`src/lin_ctrl_defs.svh`:
```
/*
  Offsets, field positions, reset values and timing counts of the
  transceiver mode and protection controller.
  Assumes a 200 MHz system clock.
*/
`ifndef LIN_CTRL_DEFS_SVH
`define LIN_CTRL_DEFS_SVH
// Register indices; byte address is four times the index
`define IDX_MODE 8'h0b
`define IDX_STAT 8'h0c
// Mode register fields
`define MODE_SEL_HI 7
`define MODE_SEL_LO 6
`define MODE_LIMP_DIS 5
`define MODE_RST_WD 2
`define MODE_FS_EN 1
`define MODE_DTO_DIS 0
`define MODE_RESET 8'h00
`define MSEL_NORMAL 2'b10
`define MSEL_SLEEP 2'b01
`define MSEL_STANDBY_STATE 2'b00
// Status register fields
`define STAT_DTO 3
`define STAT_LOCK 4
`define STAT_SERIAL 5
`define STAT_ATTN 6
// Timing
`define CLK_PERIOD_NS 5
`define DOM_TIMEOUT_US 1000
`define RST_PULSE_US 2000
`define DTO_CYCLES ((`DOM_TIMEOUT_US * 1000) / `CLK_PERIOD_NS)
`define RST_CYCLES ((`RST_PULSE_US * 1000 + `CLK_PERIOD_NS - 1) / `CLK_PERIOD_NS)
`endif

```
`src/lin_ctrl_pkg.sv`:
```
/*
  Types of the transceiver mode and protection controller.
  Assumes nothing of its surroundings.
*/
package lin_ctrl_pkg;
  // Device operating states
  typedef enum logic [2:0] {
    S_POR, S_SLEEP, S_STANDBY_STATE, S_NORM, S_TSD, S_FSAFE
  } mode_t;
endpackage

```
`src/lin_mode_protect_ctrl.sv`:
```
/*
  Mode and protection controller of a single-wire bus transceiver:
  operating states, pin states, dominant timeout, wake lockout,
  thermal handling, reset pin and the enable/attention pin.
  Assumes an AHB-Lite master, filtered analog status inputs and a
  testbench that resolves the open-drain pins from their enables.
*/
`timescale 1ns/1ps
`include "lin_ctrl_defs.svh"

// How it works
// - Pin config: enable high gives normal mode, low in normal gives sleep.
// - Normal mode is entered only from standby or at power-up, never straight from sleep.
// - An undriven enable input reads as low.
// - Serial config: enable pin is an active-low attention output.
// - Standby or normal: reset pin is low while the regulated rail is undervolted, unless mode bit 2 selects the watchdog pulse.
// - Thermal shutdown drives the reset pin low.
// - Serial config: reset pin may give a watchdog pulse of fixed length.
// - Transmit held low past the timeout disables the transmitter.
// - Rising transmit input clears the timeout fault and its timer.
// - During the timeout fault mode, receive and termination stay.
// - Serial config: mode bit 0 disables the dominant timeout.
// - Transmit input defaults high, giving a recessive bus.
// - Bus dominant at sleep entry locks out bus wake until recessive.
// - Thermal: transmitter recessive, regulator off, thermal-off, then standby.
// - Failsafe enabled: thermal leads to failsafe with limp-home on.
// - Battery undervoltage holds the device inactive.
// - Sleep pin states: receive and reset float, weak pull-up only.
// - Standby pin states: receive low, termination on, limp held.
// - Normal: receive carries bus data, transmitter and watchdog run.
// - Failsafe uses sleep pin states with limp-home on.
// - Thermal-off: receive floats, reset driven low, transmitter and watchdog off.
// - Control-select pin sampled once at power-up; low means pin config.
// - Power-up pin config: enable high gives normal, low gives standby.
// - Serial mode field: 10 normal, 01 sleep, 00 standby from normal.
// - Bus wake in standby is shown by receive low until normal.
module lin_mode_protect_ctrl #(
  parameter int unsigned DTO_CYCLES = `DTO_CYCLES,
  parameter int unsigned RST_CYCLES = `RST_CYCLES
) (
  // Clock and reset
  input wire logic I_CLK_SYS,
  input wire logic I_RST,
  // AHB-Lite slave
  input wire logic I_HSEL,
  input wire logic [31:0] I_HADDR,
  input wire logic [1:0] I_HTRANS,
  input wire logic I_HWRITE,
  input wire logic [2:0] I_HSIZE,
  input wire logic [31:0] I_HWDATA,
  input wire logic I_HREADY,
  output logic [31:0] O_HRDATA,
  output logic O_HREADYOUT,
  output logic O_HRESP,
  // Host side pins
  input wire logic I_TXD,
  output logic O_RXD_O,
  output logic O_RXD_OE,
  input wire logic I_EN_PIN,
  output logic O_EN_PIN_O,
  output logic O_EN_PIN_OE,
  output logic O_RAIL_RESET_N_O,
  output logic O_RAIL_RESET_N_OE,
  input wire logic I_CTRL_SELECT_OR_CHIP_SEL,
  // Bus side
  input wire logic I_BUS_LVL,
  output logic O_BUS_DRIVE,
  output logic O_BUS_TERM_EN,
  output logic O_BUS_WEAK_PU,
  // Analog monitors and other blocks
  input wire logic I_BATTERY_UNDERVOLT,
  input wire logic I_RAIL_UNDERVOLT,
  input wire logic I_THERMAL_SHUTDOWN,
  input wire logic I_LOCAL_WAKE,
  input wire logic I_WDOG_EXPIRE,
  input wire logic I_WDOG_LIMP,
  output logic O_REG_EN,
  output logic O_WDOG_RUN,
  output logic O_SERIAL_PINS_EN,
  output logic O_LIMP_ON,
  output logic [2:0] O_STATE
);
  lin_ctrl_pkg::mode_t state_q, state_d;
  logic strap_done_q;
  logic cfg_serial_q;
  logic [7:0] mode_q;
  logic attn_q;
  logic ap_wr_q, ap_rd_q;
  logic [7:0] ap_idx_q;
  logic txd_prev_q;
  logic [19:0] dto_cnt_q;
  logic dto_fault_q;
  logic lock_q, dom_seen_q;
  logic [19:0] wd_cnt_q;
  logic therm_prev_q;
  logic limp_q;
  // Bus decode
  wire ap_take = I_HSEL & I_HREADY & I_HTRANS[1];
  wire ap_map = (I_HADDR[31:10] == 22'h000000);
  wire [7:0] ap_idx = I_HADDR[9:2];
  wire wr_mode = ap_wr_q & (ap_idx_q == `IDX_MODE);
  wire wr_stat = ap_wr_q & (ap_idx_q == `IDX_STAT);
  wire [1:0] msel = I_HWDATA[`MODE_SEL_HI:`MODE_SEL_LO];
  wire attn_clr = wr_stat & I_HWDATA[`STAT_ATTN];
  // Configuration derived controls
  wire en_lvl = I_EN_PIN & ~cfg_serial_q;
  wire dto_dis = cfg_serial_q & mode_q[`MODE_DTO_DIS];
  wire fs_en = cfg_serial_q & mode_q[`MODE_FS_EN];
  wire rst_wd = cfg_serial_q & mode_q[`MODE_RST_WD];
  wire limp_dis = cfg_serial_q & mode_q[`MODE_LIMP_DIS];
  wire ser_wr = wr_mode & cfg_serial_q;
  // Transmit edges
  wire txd_fall = txd_prev_q & ~I_TXD;
  wire txd_rise = ~txd_prev_q & I_TXD;
  wire dto_hit = (dto_cnt_q == 20'(DTO_CYCLES - 1));
  // Wake sources
  wire bus_wake = dom_seen_q & I_BUS_LVL & ~lock_q;
  wire wake_any = I_LOCAL_WAKE | bus_wake | en_lvl;
  wire is_sleep = (state_q == lin_ctrl_pkg::S_SLEEP);
  wire enter_sleep = (state_d == lin_ctrl_pkg::S_SLEEP) & ~is_sleep;
  // Next state
  always_comb begin
    state_d = state_q;
    if (I_BATTERY_UNDERVOLT) begin
      state_d = lin_ctrl_pkg::S_POR;
    end else if (I_THERMAL_SHUTDOWN && state_q != lin_ctrl_pkg::S_POR) begin
      state_d = fs_en ? lin_ctrl_pkg::S_FSAFE : lin_ctrl_pkg::S_TSD;
    end else begin
      unique case (state_q)
        lin_ctrl_pkg::S_POR: begin
          if (strap_done_q) begin
            if (!cfg_serial_q && en_lvl) begin
              state_d = lin_ctrl_pkg::S_NORM;
            end else begin
              state_d = lin_ctrl_pkg::S_STANDBY_STATE;
            end
          end
        end
        lin_ctrl_pkg::S_SLEEP: begin
          if (wake_any) begin
            state_d = lin_ctrl_pkg::S_STANDBY_STATE;
          end
        end
        lin_ctrl_pkg::S_STANDBY_STATE: begin
          if (!cfg_serial_q && en_lvl) begin
            state_d = lin_ctrl_pkg::S_NORM;
          end else if (ser_wr && msel == `MSEL_NORMAL) begin
            state_d = lin_ctrl_pkg::S_NORM;
          end else if (ser_wr && msel == `MSEL_SLEEP) begin
            state_d = lin_ctrl_pkg::S_SLEEP;
          end
        end
        lin_ctrl_pkg::S_NORM: begin
          if (!cfg_serial_q && !en_lvl) begin
            state_d = lin_ctrl_pkg::S_SLEEP;
          end else if (ser_wr && msel == `MSEL_SLEEP) begin
            state_d = lin_ctrl_pkg::S_SLEEP;
          end else if (ser_wr && msel == `MSEL_STANDBY_STATE) begin
            state_d = lin_ctrl_pkg::S_STANDBY_STATE;
          end
        end
        lin_ctrl_pkg::S_TSD: begin
          state_d = lin_ctrl_pkg::S_STANDBY_STATE;
        end
        lin_ctrl_pkg::S_FSAFE: begin
          if (wake_any) begin
            state_d = lin_ctrl_pkg::S_STANDBY_STATE;
          end
        end
        default: begin
          state_d = lin_ctrl_pkg::S_POR;
        end
      endcase
    end
  end
  // Pin states of the next state
  wire n_norm = (state_d == lin_ctrl_pkg::S_NORM);
  wire n_standby_state = (state_d == lin_ctrl_pkg::S_STANDBY_STATE);
  wire n_fs = (state_d == lin_ctrl_pkg::S_FSAFE);
  wire n_lowp = (state_d == lin_ctrl_pkg::S_SLEEP) | n_fs;
  wire n_act = n_norm | n_standby_state;
  wire tx_d = n_norm & ~I_TXD & ~dto_fault_q & ~(dto_hit & ~I_TXD & ~dto_dis);
  wire rxd_oe_d = n_standby_state | (n_norm & ~I_BUS_LVL);
  wire limp_d = n_fs | (n_norm & I_WDOG_LIMP & ~limp_dis) | (n_standby_state & limp_q);
  wire wd_low = rst_wd ? (wd_cnt_q != 20'h00000) : I_RAIL_UNDERVOLT;
  wire rst_low_d = I_THERMAL_SHUTDOWN | (n_act & wd_low);
  // Strap capture after reset release
  always_ff @(posedge I_CLK_SYS or posedge I_RST) begin
    if (I_RST) begin
      strap_done_q <= 1'b0;
      cfg_serial_q <= 1'b0;
    end else if (!strap_done_q && !I_BATTERY_UNDERVOLT) begin
      strap_done_q <= 1'b1;
      cfg_serial_q <= I_CTRL_SELECT_OR_CHIP_SEL;
    end
  end
  // State register
  always_ff @(posedge I_CLK_SYS or posedge I_RST) begin
    if (I_RST) begin
      state_q <= lin_ctrl_pkg::S_POR;
    end else begin
      state_q <= state_d;
    end
  end
  // Bus address phase capture
  always_ff @(posedge I_CLK_SYS or posedge I_RST) begin
    if (I_RST) begin
      ap_wr_q <= 1'b0;
      ap_rd_q <= 1'b0;
      ap_idx_q <= 8'h00;
    end else begin
      ap_wr_q <= ap_take & I_HWRITE & ap_map;
      ap_rd_q <= ap_take & ~I_HWRITE;
      ap_idx_q <= ap_map ? ap_idx : 8'hff;
    end
  end
  // Read data, one wait state per read
  always_ff @(posedge I_CLK_SYS or posedge I_RST) begin
    if (I_RST) begin
      O_HRDATA <= 32'h00000000;
      O_HREADYOUT <= 1'b1;
      O_HRESP <= 1'b0;
    end else begin
      O_HRESP <= 1'b0;
      O_HREADYOUT <= ~(ap_take & ~I_HWRITE);
      if (ap_rd_q && ap_idx_q == `IDX_MODE) begin
        O_HRDATA <= {24'h000000, mode_q};
      end else if (ap_rd_q && ap_idx_q == `IDX_STAT) begin
        O_HRDATA <= {25'h0000000, attn_q, cfg_serial_q, lock_q, dto_fault_q, 3'(state_q)};
      end else if (ap_rd_q) begin
        O_HRDATA <= 32'h00000000;
      end
    end
  end
  // Mode register
  always_ff @(posedge I_CLK_SYS or posedge I_RST) begin
    if (I_RST) begin
      mode_q <= `MODE_RESET;
    end else if (wr_mode) begin
      mode_q <= I_HWDATA[7:0];
    end
  end
  // Attention flag, a new event wins over a clear
  wire attn_set = (wake_any & (is_sleep | state_q == lin_ctrl_pkg::S_FSAFE))
    | (I_THERMAL_SHUTDOWN & ~therm_prev_q) | (dto_hit & ~dto_fault_q & ~I_TXD);
  always_ff @(posedge I_CLK_SYS or posedge I_RST) begin
    if (I_RST) begin
      attn_q <= 1'b0;
      therm_prev_q <= 1'b0;
    end else begin
      attn_q <= attn_set | (attn_q & ~attn_clr);
      therm_prev_q <= I_THERMAL_SHUTDOWN;
    end
  end
  // Dominant timeout timer
  always_ff @(posedge I_CLK_SYS or posedge I_RST) begin
    if (I_RST) begin
      txd_prev_q <= 1'b1;
      dto_cnt_q <= 20'h00000;
      dto_fault_q <= 1'b0;
    end else begin
      txd_prev_q <= I_TXD;
      if (state_q != lin_ctrl_pkg::S_NORM || txd_rise || dto_dis || I_TXD) begin
        dto_cnt_q <= 20'h00000;
        dto_fault_q <= 1'b0;
      end else if (!dto_fault_q) begin
        dto_cnt_q <= dto_cnt_q + 20'h00001;
        dto_fault_q <= dto_hit;
      end
    end
  end
  // Stuck-dominant wake lockout
  always_ff @(posedge I_CLK_SYS or posedge I_RST) begin
    if (I_RST) begin
      lock_q <= 1'b0;
      dom_seen_q <= 1'b0;
    end else if (enter_sleep) begin
      lock_q <= ~I_BUS_LVL;
      dom_seen_q <= 1'b0;
    end else if (is_sleep) begin
      lock_q <= lock_q & ~I_BUS_LVL;
      dom_seen_q <= (dom_seen_q | ~I_BUS_LVL) & ~lock_q & ~bus_wake;
    end else begin
      lock_q <= 1'b0;
      dom_seen_q <= 1'b0;
    end
  end
  // Watchdog reset pulse
  always_ff @(posedge I_CLK_SYS or posedge I_RST) begin
    if (I_RST) begin
      wd_cnt_q <= 20'h00000;
    end else if (rst_wd && I_WDOG_EXPIRE && wd_cnt_q == 20'h00000) begin
      wd_cnt_q <= 20'(RST_CYCLES);
    end else if (wd_cnt_q != 20'h00000) begin
      wd_cnt_q <= wd_cnt_q - 20'h00001;
    end
  end
  // Registered pin outputs
  always_ff @(posedge I_CLK_SYS or posedge I_RST) begin
    if (I_RST) begin
      O_BUS_DRIVE <= 1'b0;
      O_BUS_TERM_EN <= 1'b0;
      O_BUS_WEAK_PU <= 1'b0;
      O_RXD_O <= 1'b0;
      O_RXD_OE <= 1'b0;
      O_EN_PIN_O <= 1'b0;
      O_EN_PIN_OE <= 1'b0;
      O_RAIL_RESET_N_O <= 1'b0;
      O_RAIL_RESET_N_OE <= 1'b1;
      O_REG_EN <= 1'b0;
      O_WDOG_RUN <= 1'b0;
      O_SERIAL_PINS_EN <= 1'b0;
      O_LIMP_ON <= 1'b0;
      limp_q <= 1'b0;
      O_STATE <= 3'h0;
    end else begin
      O_BUS_DRIVE <= tx_d & ~I_THERMAL_SHUTDOWN;
      O_BUS_TERM_EN <= n_act | (state_d == lin_ctrl_pkg::S_TSD);
      O_BUS_WEAK_PU <= n_lowp;
      O_RXD_O <= 1'b0;
      O_RXD_OE <= rxd_oe_d;
      O_EN_PIN_O <= 1'b0;
      O_EN_PIN_OE <= cfg_serial_q & attn_q;
      O_RAIL_RESET_N_O <= ~rst_low_d;
      O_RAIL_RESET_N_OE <= rst_low_d | n_act;
      O_REG_EN <= n_act;
      O_WDOG_RUN <= n_norm;
      O_SERIAL_PINS_EN <= n_act | (state_d == lin_ctrl_pkg::S_TSD);
      O_LIMP_ON <= limp_d;
      limp_q <= limp_d;
      O_STATE <= 3'(state_d);
    end
  end
endmodule

```
`config.mk`:
```
export PLATFORM = sky130hd
export DESIGN_NAME = lin_mode_protect_ctrl
export DESIGN_NICKNAME = d
export VERILOG_FILES = /design/src/lin_ctrl_pkg.sv /design/src/lin_mode_protect_ctrl.sv
export VERILOG_INCLUDE_DIRS = /design/src /design/src/src
export SDC_FILE = /design/constraint.sdc
export NUM_CORES = 1
export LEC_CHECK = 0
export BUFFER_PORTS_ARGS = -buffer_cell sky130_fd_sc_hd__buf_2
export CAP_MARGIN = 40
export CELL_PAD_IN_SITES_DETAIL_PLACEMENT = 2
export CELL_PAD_IN_SITES_GLOBAL_PLACEMENT = 2
export CORE_MARGIN = 1.5
export CORE_UTILIZATION = 31
export CTS_CLUSTER_DIAMETER = 80
export CTS_CLUSTER_SIZE = 40
export DETAILED_ROUTE_END_ITERATION = 7
export PLACE_DENSITY_LB_ADDON = 0.2
export SYNTH_ARGS = -nofsm -noshare
export SYNTH_HDL_FRONTEND = slang
export SYNTH_SLANG_ARGS = --single-unit
```
`constraint.sdc`:
```
create_clock -name I_CLK_SYS -period 3.9 [get_ports I_CLK_SYS]
set_clock_uncertainty 0.2 [all_clocks]
set_input_delay 0.585 -clock I_CLK_SYS [delete_from_list [all_inputs] [get_ports I_CLK_SYS]]
set_output_delay 0.585 -clock I_CLK_SYS [all_outputs]
set_load 0.005 [all_outputs]
```
==> results of run 1 <==
==> per-stage QoR <==
step	std cells	setup slack (ps)	instance area, µm²	hold WS, ps	utilization
2_1_floorplan	430	868	4360	233	-
3_3_place_gp	643	1430	4700	250	0.352
3_5_place_dp	643	1420	4700	257	0.352
4_1_cts	659	1370	5050	146	0.378
5_1_grt	659	1090	5050	171	0.378
6_report	659	1330	5050	117	0.378
==> routing by layer <==
| metal | up-vias | part of all wire | global-route usage |
|---|---|---|---|
| met2 | 75 | 0.51 | 0.288 |
| met3 | 11 | 0.039 | 0.0321 |
| met1 | 1634 | 0.43 | 0.197 |
| li1 | 1514 | - | - |
| met4 | 0 | 0.017 | 0.0647 |
| met5 | - | 0 | 0 |
==> worst max-delay path by stage <==
stage | start | to | slack, ps
final | wd_cnt_q[0] | wd_cnt_q[18] | 1330
after global routing | wd_cnt_q[0] | wd_cnt_q[18] | 1090
after CTS | wd_cnt_q[0] | wd_cnt_q[18] | 1370
after detailed placement | wd_cnt_q[0] | wd_cnt_q[18] | 1420
after global placement | ap_idx_q[2] | O_BUS_DRIVE | 1430
after floorplan | I_RST | O_BUS_DRIVE | 870
==> worst max-delay path, delay by kind of cell (launching register included) <==
| kind | cells | cell delay [ps] |
|---|---|---|
| and+or+nand+nor | 2 | 1000 |
| AOI/OAI and AO/OA | 3 | 530 |
| DFF | 1 | 430 |
| adders and majority gates | 1 | 230 |
| buffers and inverters | 1 | 110 |
==> power groups by stage <==
stage          registers (mW)  logic, mW  clock network (mW)
2_1_floorplan           0.991      0.132                   0
5_1_grt                 0.998      0.225                1.06
4_1_cts                 0.992      0.203                1.03
3_3_place_gp             1.01      0.195                   0
3_5_place_dp             1.01      0.202                   0
6_report                0.990      0.197                1.00
==> area by class of cell <==
cell class | count | area share
clock buffer | 9 | 0.0446
clock inverter | 7 | 0.0235
inverter | 17 | 0.0129
multi-input combinational | 285 | 0.365
sequential | 87 | 0.432
tap | 176 | 0.0436
timing repair buffer | 78 | 0.0783
==> state kept, by name, summed over array words and instances (netlist names), 3 cells and up <==
name       count
dto_cnt_q     20
wd_cnt_q      20
mode_q         8
O_STATE        3
ap_idx_q       8
O_HRDATA       8
==> layout by cell type, fill, tap and decap left out, drive strengths merged, types with 7 or more instances in the layout <==
cell and n:
buf 78, nand2b 14, dfrtp 85, clkbuf 9, nor3 14, inv 17
nor2 42, xnor2 13, nand2 14, xor2 14, nand4 8, a22oi 7
a21oi 18, mux2 9, o21ai 9, or3 9, nand3 11, conb 27
nor4 14
==> cells by family after synthesis <==
| logic type | after synthesis | share of synthesized area |
|---|---|---|
| other | 1 | 0.000881 |
| AOI/OAI and AO/OA | 54 | 0.0832 |
| muxes | 15 | 0.0379 |
| buffers and inverters | 58 | 0.0779 |
| xor gates and xnor gates | 27 | 0.0555 |
| DFF | 87 | 0.512 |
| and+or+nand+nor | 159 | 0.224 |
| adders and majority gates | 3 | 0.00882 |
==> results.md, run 1 <==
* Status: finished clean
* Critical R2R Launch: wd_cnt_q[0]
* Grt ovf at 0
* Max incr delay on CP at around 600 ps
* WL/cell at 16.9 µm
* Clock root buffer master: clkbuf_16
* Setup CP Type: flip-flop to flip-flop
* Final Hold Vio Count at 0
* Total Power at 2.19 mW
* CTS Hold Buffers Added at 0
* Post_cts resized at 0
* Routed wire length at between 10000 and 15000 µm
* Crit path DAT at between 2000 and 3000 ps
* Sequential Area at approximately 2200 µm²
* Pin count of the biggest net entering global routing at 39
* Slew HR at 0.504
* Die area at 14400 µm²
* TritonCTS clock tree: built
* Multi-input gate area at 1840 µm²
* Layout area overhead at 18.6%
* CP Launch Type: flip-flop
* Clock share of power at 0.458
* FF-to-FF End: wd_cnt_q[18]
* First-pass GRT wire length at 18300 µm
* Flop and latch count out of synthesis at a little under 90
* Cell Area, Synth at between 4000 and 5000 µm²
* Net Sw Frac at 0.243
* Cell taking the most area after synthesis: dfrtp_1
* R2R Setup Slk at between 1000 and 1500 ps
* Hold Path Class: input port to asynchronous set/reset pin
* Slowest cell on crit path: nor4b_1
* Total CTS buffers at 9
* Pleak at ~2.3 nW
* PD cells at about 430 nW/µm²
* Sw Pwr at about 530 µW
* Share of layout cells above drive strength 1 at 0.244
* Hpwl dp at approximately 8200 µm
* Post-synthesis sequential area ratio at 0.512
* Core Rows at 42
* # fillers at about 1400
* Detailed-route via count at 3234
* Die H at roughly 120 µm
* Commonest cells in the netlist: dfrtp_1 (85), nor2_1 (42), buf_4 (28)
* Setup bufs post-CTS at 0
* # IOs at roughly 130
* H-tree Lvls at 3
* Critical path, cell by cell: inv_1, ha_1, nor4b_1, o21ai_0, nor3_1, a211oi_1, a31oi_1
* Clock Pin Slew Worst Setup and Hold Paths at ~70 ps
* Mean Syn Cell Area at 10.5 µm²
* Synth Flop Type: dfrtp_1
* Vias per cell at a little under 5
* Int Power at roughly 1.7 mW
* Worst-Margin Slew at 738 ps
* Sequential Power Share at 0.452
* DRC viols at 0
* Combinational power share at 0.090
* Count leader, synth: dfrtp_1
* Post-synth ARST share at 1.00
* Max_cap viols at 0
* Worst VDD drop at roughly 190 µV
* Critical path peak fanout at 5
* Req. time, crit path at 3970 ps
* Unrepaired setup endpoints after global routing: no
* # diodes at 0
* Reg2Reg Depth at 7
* # port buffers at 76
* Achievable frequency at ~390 MHz
* Clock Latency Late Sink at 350 ps
* Antenna violations before repair at 0
* CORE AREA at 13300 µm²
* Gr usage total at 0.164
* Post-synthesis cell type count at 59
* DRT antenna net count at 0
* Worst setup EP type: flip-flop
* Synth warnings at 0
* Number of synthesized flops with an enable pin at 0
* Setup violators final at 0
* DRT Pass-1 Iters at 4
* Final nets at approximately 570
* Number of global-route vias before repair at approximately 3600
* Top cells by area, synth: dfrtp_1 (50%), buf_4 (4.9%), nor2_1 (3.7%)
* CTS Buffer Depth at 2
* Initial Util at 0.319
* Fin. max-slew vios at 0
* Setup TNS Final at 0 ps
* Placer Congestion at approximately 0.72
* Clock sink count at a little under 90
* Crit path time final at 2570 ps
* Iter 0 DRT Violations at 112
* Post-synthesis cell count at approximately 400
* Die width at between 100 and 150 µm
* Post-synth top area share at 0.500
* Fin crit share at 0.660
Note: power is estimated with default switching activity, not from simulation.
==> inputs of run 2 (changes only) <==
==> constraint.sdc (replaced) <==
create_clock -name I_CLK_SYS -period 2.5 [get_ports I_CLK_SYS]
set_clock_uncertainty 0.2 [all_clocks]
set_input_delay 0.375 -clock I_CLK_SYS [delete_from_list [all_inputs] [get_ports I_CLK_SYS]]
set_output_delay 0.375 -clock I_CLK_SYS [all_outputs]
set_load 0.005 [all_outputs]
==> run 2 against run 1 <==
Core utilization rose by 0.64 points. Via count grew 1.5%. Maximum frequency grew 8.0%. Final cell count is 2.0% higher. Total power rose by 46%. Combinational power increased by 71%. Critical path depth shrank 2. First-iteration DRC count decreased by 16%. Critical endpoint is now wd_cnt_q[12]. Critical path type unchanged. Worst hold slack worse by 96 ps.
==> results.md, run 2 (synthesized netlist as in run 1, its figures left out) <==
* Status: finished clean
* # diodes at 0 (unchanged)
* Hpwl dp at 8330 µm (+2.1%)
* Critical R2R Launch: wd_cnt_q[16]
* Fin crit share at 0.953 (+0.293)
* # IOs at 134 (unchanged)
* Clock Latency Late Sink at 340 ps (about the same)
* Slowest cell on crit path: or3_1
* DRC viols at 0 (unchanged)
* Met1 usage at 0.210 (+0.0130)
* Iter 0 DRT Violations at 94 (-16%)
* Multi-input gate area at 1850 µm² (+0.34%)
* Total CTS buffers at 9 (unchanged)
* Die width at 120 µm (unchanged)
* FF-to-FF End: wd_cnt_q[12]
* Setup TNS Final at 0 ps (unchanged)
* Req. time, crit path at 2560 ps (-1410 ps)
* CORE AREA at 13300 µm² (unchanged)
* Setup WS post-layout at 119 ps (-1210 ps)
* Die H at 120 µm (unchanged)
* Routed wire length at 10900 µm (-1.7%)
* Detailed-route via count at 3281 (+1.5%)
* Critical path, cell by cell: or3_1, or3_1, nor4_4, a211oi_1, a31oi_1
* # port buffers at 76 (unchanged)
* Fin. max-slew vios at 0 (unchanged)
* CTS Buffer Depth at 2 (unchanged)
* Layout area overhead at 20.6%
* Clock root buffer master: clkbuf_16
* Worst-Margin Slew at 739 ps (+1.36 ps)
* Initial Util at 0.319 (unchanged)
* Fin cells at 672 (+2.0%)
* Number of global-route vias before repair at 3628 (+1.1%)
* Clock Pin Slew Worst Setup and Hold Paths at 60 ps (about the same)
* Critical path peak fanout at 7 (+2)
* Clock sink count at 87 (unchanged)
* Post-place setup slack at 51.4 ps (-1370 ps)
* Routing usage on met2 at 0.281 (-0.00607)
* Commonest cells after routing, fill and taps aside: dfrtp_1 (85), buf_2 (76), nor2_1 (42)
* Crit path time final at 2380 ps (-192 ps)
* DRT antenna net count at 0 (unchanged)
* Pleak at 2.32 nW (+2.1%)
* Die area at 14400 µm² (unchanged)
* Setup CP Type: flip-flop to flip-flop
* Post-Route Utilization at 0.385 (+0.00637)
* Start point of the critical path: wd_cnt_q[16]
* Final Hold Vio Count at 0 (unchanged)
* Most common cell after layout, fill and taps aside: dfrtp_1
* Gr usage total at 0.165 (+0.00110)
* Worst VDD drop at 331 µV (+77%)
* Reg2Reg Depth at 5 (-2)
* Cell mode on critical path: or3_1
* Slew HR at 0.507 (+0.00319)
* Min Hold Slack at 21.1 ps (-95.6 ps)
* R2R Setup Slk at 120 ps (-1210 ps)
* Core Rows at 42 (unchanged)
* First-pass GRT wire length at 18700 µm (+1.9%)
* Unrepaired setup endpoints after global routing: no
* Worst setup EP type: flip-flop
* Biggest regs: dto_cnt_q: 20 flops, wd_cnt_q: 20 flops
* Pin count of the biggest net entering global routing at 37 (-5.1%)
* Achievable frequency at 420 MHz (+8.0%)
* Grt peak-use layer: met2
* # fillers at 1448 (+0.28%)
* Share of layout cells above drive strength 1 at 0.264 (+0.0198)
* Final nets at 578 (+2.3%)
* TritonCTS clock tree: built
* WL/cell at 16.2 µm (-3.6%)
* M3 GR Usage at 0.0434 (+0.0113)
* Placer Congestion at 0.724 (+0.22%)
* H-tree Lvls at 3 (unchanged)
* Hold Path Class: input port to flip-flop
* CP Launch Type: flip-flop
* Cell Count Post-Placement at 655 (+1.9%)
* Grt ovf at 0 (unchanged)
* Setup violators final at 0 (unchanged)
* Sequential Area at 2180 µm² (unchanged)
* PD cells at 621 nW/µm² (+43%)
* Max incr delay on CP at 560 ps (-40 ps)
* Vias per cell at 4.88 (-0.51%)
* Max_cap viols at 0 (unchanged)
* Setup crit end: wd_cnt_q[12]
* Antenna violations before repair at 0 (unchanged)
* Crit path DAT at 2450 ps (-190 ps)
* DRT Pass-1 Iters at 4 (unchanged)
==> run 2: changes by cell type in the layout (fill, tap and decap cells not counted) <==
| cell | previous run | this run |
|---|---|---|
| buf_12 | 0 | 2 |
| dlygate4sd3_1 | 0 | 1 |
| clkinv_4 | 0 | 1 |
| clkinv_2 | 2 | 1 |
| clkbuf_8 | 0 | 3 |
| buf_4 | 2 | 12 |
| bufinv_16 | 3 | 0 |
| nor4_1 | 11 | 10 |
| nor4_2 | 1 | 2 |
| inv_6 | 1 | 0 |
| clkinvlp_4 | 2 | 3 |
==> run 2: report_power, final <==
part	total, mW	leakage, nW	internal (mW)	switching [mW]
registers	1.54	1.07	1.48	0.0651
logic	0.337	1.11	0.153	0.184
clock network	1.31	0.141	0.755	0.555
total	3.19	2.32	2.39	0.804
==> run 2: worst min path at each step <==
stage | from | endpoint | slack (ps) | depth (start not counted)
finish | I_HADDR[8] | ap_idx_q[6] | 20 | 2
global route | I_HADDR[5] | ap_idx_q[3] | 10 | 2
CTS | I_HADDR[8] | ap_idx_q[6] | 10 | 2
detailed placement | wd_cnt_q[19] | wd_cnt_q[19] | 250 | 1
global placement | wd_cnt_q[19] | wd_cnt_q[19] | 250 | 1
floorplan | I_THERMAL_SHUTDOWN | therm_prev_q | 210 | 0
==> run 2: layer usage <==
metal | up-vias | part of all wire
met5 | - | 0
met4 | 0 | 0.0095
met3 | 8 | 0.041
met2 | 74 | 0.51
met1 | 1653 | 0.44
li1 | 1546 | -
==> run 2: through the flow <==
step	instance area (µm²)	power, mW
global route	5130	3.35
finish	5130	3.19
CTS	5130	3.25
floorplan	4360	1.75
global placement	4820	1.90
detailed placement	4820	1.91
==> run 2: what timing repair did <==
action	CTS	global route
setup buffers	0	0
endpoints found under the hold margin	19	0
resized for setup	0	1
hold buffers	1	0
setup endpoints to repair	0	5
==> run 2: cell type report <==
class	count	area share
Sequential cell	87	0.425
Multi-Input combinational cell	285	0.360
Timing Repair Buffer	91	0.101
Clock buffer	12	0.0519
Tap cell	176	0.0429
Inverter	17	0.0132
Clock inverter	4	0.00561
==> run 2: worst max-delay path: cells and delay by family (launching register included) <==
kind	cells	cell delay (ps)
AND/OR/NAND/NOR	3	1420
flip-flops	1	420
AO/OA/AOI/OAI	2	270
==> inputs of run 3 (changes only) <==
--- a/config.mk
+++ b/config.mk
@@ -10,11 +10,12 @@
 export CAP_MARGIN = 40
 export CELL_PAD_IN_SITES_DETAIL_PLACEMENT = 2
 export CELL_PAD_IN_SITES_GLOBAL_PLACEMENT = 2
+export CORE_ASPECT_RATIO = 1.5
 export CORE_MARGIN = 1.5
 export CORE_UTILIZATION = 31
-export CTS_CLUSTER_DIAMETER = 80
 export CTS_CLUSTER_SIZE = 40
 export DETAILED_ROUTE_END_ITERATION = 7
+export GPL_TIMING_DRIVEN = 0
 export PLACE_DENSITY_LB_ADDON = 0.2
 export SYNTH_ARGS = -nofsm -noshare
 export SYNTH_HDL_FRONTEND = slang
==> run 3 against run 2 <==
Critical path depth is 1 higher. Design area is 3.9% higher. Highest routed layer unchanged. Final cell count is 2.2% higher. Sequential power hardly changed. Total power is 3.4% higher. Worst setup slack better by 59 ps.
==> results.md, run 3 (synthesized netlist as in run 1, its figures left out) <==
* First-pass GRT wire length at 18600 µm (-0.70%)
* Fin. max-slew vios at 0 (unchanged)
* Fin crit share at 0.929 (-0.0236)
* Achievable frequency at 431 MHz (+2.5%)
* Routed wire length at 11400 µm (+4.4%)
* DRT antenna net count at 0 (unchanged)
* Placer Congestion at 0.810 (+12%)
* # port buffers at 76 (unchanged)
* TritonCTS clock tree: built
* DRT Pass-1 Iters at 6 (+2)
* Final nets at 607 (+5.0%)
* WL/cell at 16.6 µm (+2.1%)
* Biggest regs: dto_cnt_q: 20 flops, wd_cnt_q: 20 flops
* Clock Pin Slew Worst Setup and Hold Paths at 60 ps (about the same)
* Final Hold Vio Count at 0 (unchanged)
* Post-place setup slack at -52.6 ps (-104 ps)
* Wl on met1 at 4440 µm (-7.9%)
* Total CTS buffers at 9 (unchanged)
* Max_cap viols at 0 (unchanged)
* Setup WS post-layout at 178 ps (+58.9 ps)
* Worst setup EP type: flip-flop
* CTS Buffer Depth at 2 (unchanged)
* Met3 Routed Length at 391 µm (-13%)
* Grt ovf at 0 (unchanged)
* Setup bufs post-CTS at 0 (unchanged)
* Clock sink count at 87 (unchanged)
* Clock Latency Late Sink at 340 ps (about the same)
* Antenna violations before repair at 0 (unchanged)
* Fin cells at 687 (+2.2%)
* Initial Util at 0.316 (-0.00284)
* Uppermost layer routed: met4
* Critical path peak fanout at 10 (+3)
* PD cells at 618 nW/µm² (-0.51%)
* # IOs at 134 (unchanged)
* Status: finished clean
* Share of layout cells above drive strength 1 at 0.293 (+0.0292)
* Hpwl dp at 8760 µm (+5.2%)
* Worst-Margin Slew at 759 ps (+19.6 ps)
* Vias per cell at 4.99 (+2.2%)
* Die H at 147 µm (+22%)
* Core Rows at 52 (+24%)
* Pin count of the biggest net entering global routing at 38 (+2.7%)
* Clock root buffer master: clkbuf_16
* Hold Path Class: input port to flip-flop
* R2R Setup Slk at 180 ps (+60 ps)
* Setup violators final at 0 (unchanged)
* Cell Count Post-Placement at 670 (+2.3%)
* Die width at 98.7 µm (-18%)
* Worst VDD drop at 318 µV (-4.0%)
* Die area at 14500 µm² (+0.10%)
* Setup CP Type: flip-flop to flip-flop
* DRC viols at 0 (unchanged)
* Gr usage total at 0.163 (-0.00203)
* Crit path DAT at 2360 ps (-90 ps)
* Detailed-route via count at 3428 (+4.5%)
* # diodes at 0 (unchanged)
* Number of global-route vias before repair at 3659 (+0.85%)
* H-tree Lvls at 3 (unchanged)
* Pleak at 2.45 nW (+5.6%)
* CORE AREA at 13500 µm² (+0.90%)
* Slew HR at 0.490 (-0.0173)
* Layout area overhead at 25.3%
* Most common cell after layout, fill and taps aside: dfrtp_1
* CP Launch Type: flip-flop
* Iter 0 DRT Violations at 128 (+36%)
* Req. time, crit path at 2540 ps (-20 ps)
* Met2 wire length at 6320 µm (+14%)
* Crit path time final at 2320 ps (-58.9 ps)
* Commonest cells after routing, fill and taps aside: dfrtp_1 (85), buf_2 (77), nor2_1 (42)
-- run 3: changes by cell type in the layout (fill, tap and decap cells not counted), sizes merged --
cell    change
inv         +1
buf        +19
bufinv      +1
clkbuf      +8
-- run 3: through the flow --
step	cell area (µm²)	power (mW)	utilization	hold WS, ps	TNS (ps)
6_report	5340	3.30	0.396	26.4	0
5_1_grt	5340	3.45	0.396	19.2	-2.14
4_1_cts	5310	3.35	0.395	11.9	0
3_5_place_dp	4980	1.94	0.370	251	-90.4
3_3_place_gp	4940	1.92	0.367	250	-0.681
2_1_floorplan	4360	1.75	-	206	0
-- run 3: final cells by class --
cell class / count / area [µm²]
clock inverter: 6 / 67.6
sequential: 87 / 2180
clock buffer: 10 / 239
inverter: 17 / 67.6
fill: 1472 / 8130
timing repair buffer: 79 / 430
buffer: 41 / 270
tap: 162 / 203
multi-input combinational: 285 / 1880
-- run 3: routing by layer --
layer / global-route usage / up-vias
li1: - / 1599
met1: 0.181 / 1739
met2: 0.305 / 72
met3: 0.0273 / 18
met4: 0.0621 / 0
met5: 0 / -
-- run 3: critical path: stages, from the launching register on --
cell     delay (ps)
dfrtp_1         390
nor4b_2         290
and2_1          200
buf_2           260
nand4_1         120
a311o_2         470
nor4_1          280
-- run 3: where the power goes --
part           leakage [nW]  switching, mW  internal (mW)
sequential             1.07         0.0508           1.48
combinational          1.24          0.212          0.178
clock                 0.145          0.575          0.805
total                  2.45          0.838           2.46
-- run 3: final timing paths --
check | start | endpoint | cells past startpoint
worst min-delay path | I_HADDR[4] | ap_idx_q[2] | 2
worst max register to register | ap_idx_q[2] | O_BUS_DRIVE | 6
worst min register to register | wd_cnt_q[19] | wd_cnt_q[19] | 1
max in group asynchronous | I_RST | O_HREADYOUT | 4
worst max-delay path | ap_idx_q[2] | O_BUS_DRIVE | 6
min in group asynchronous | I_RST | wd_cnt_q[7] | 3
-- run 3: repair_timing --
item / 4_1_cts / 5_1_grt
setup endpoints to repair: 3 / 9
gates resized for setup: 2 / 8
pin swaps: 0 / 1
endpoints found under the hold margin: 21 / 0
hold buffers: 1 / 0
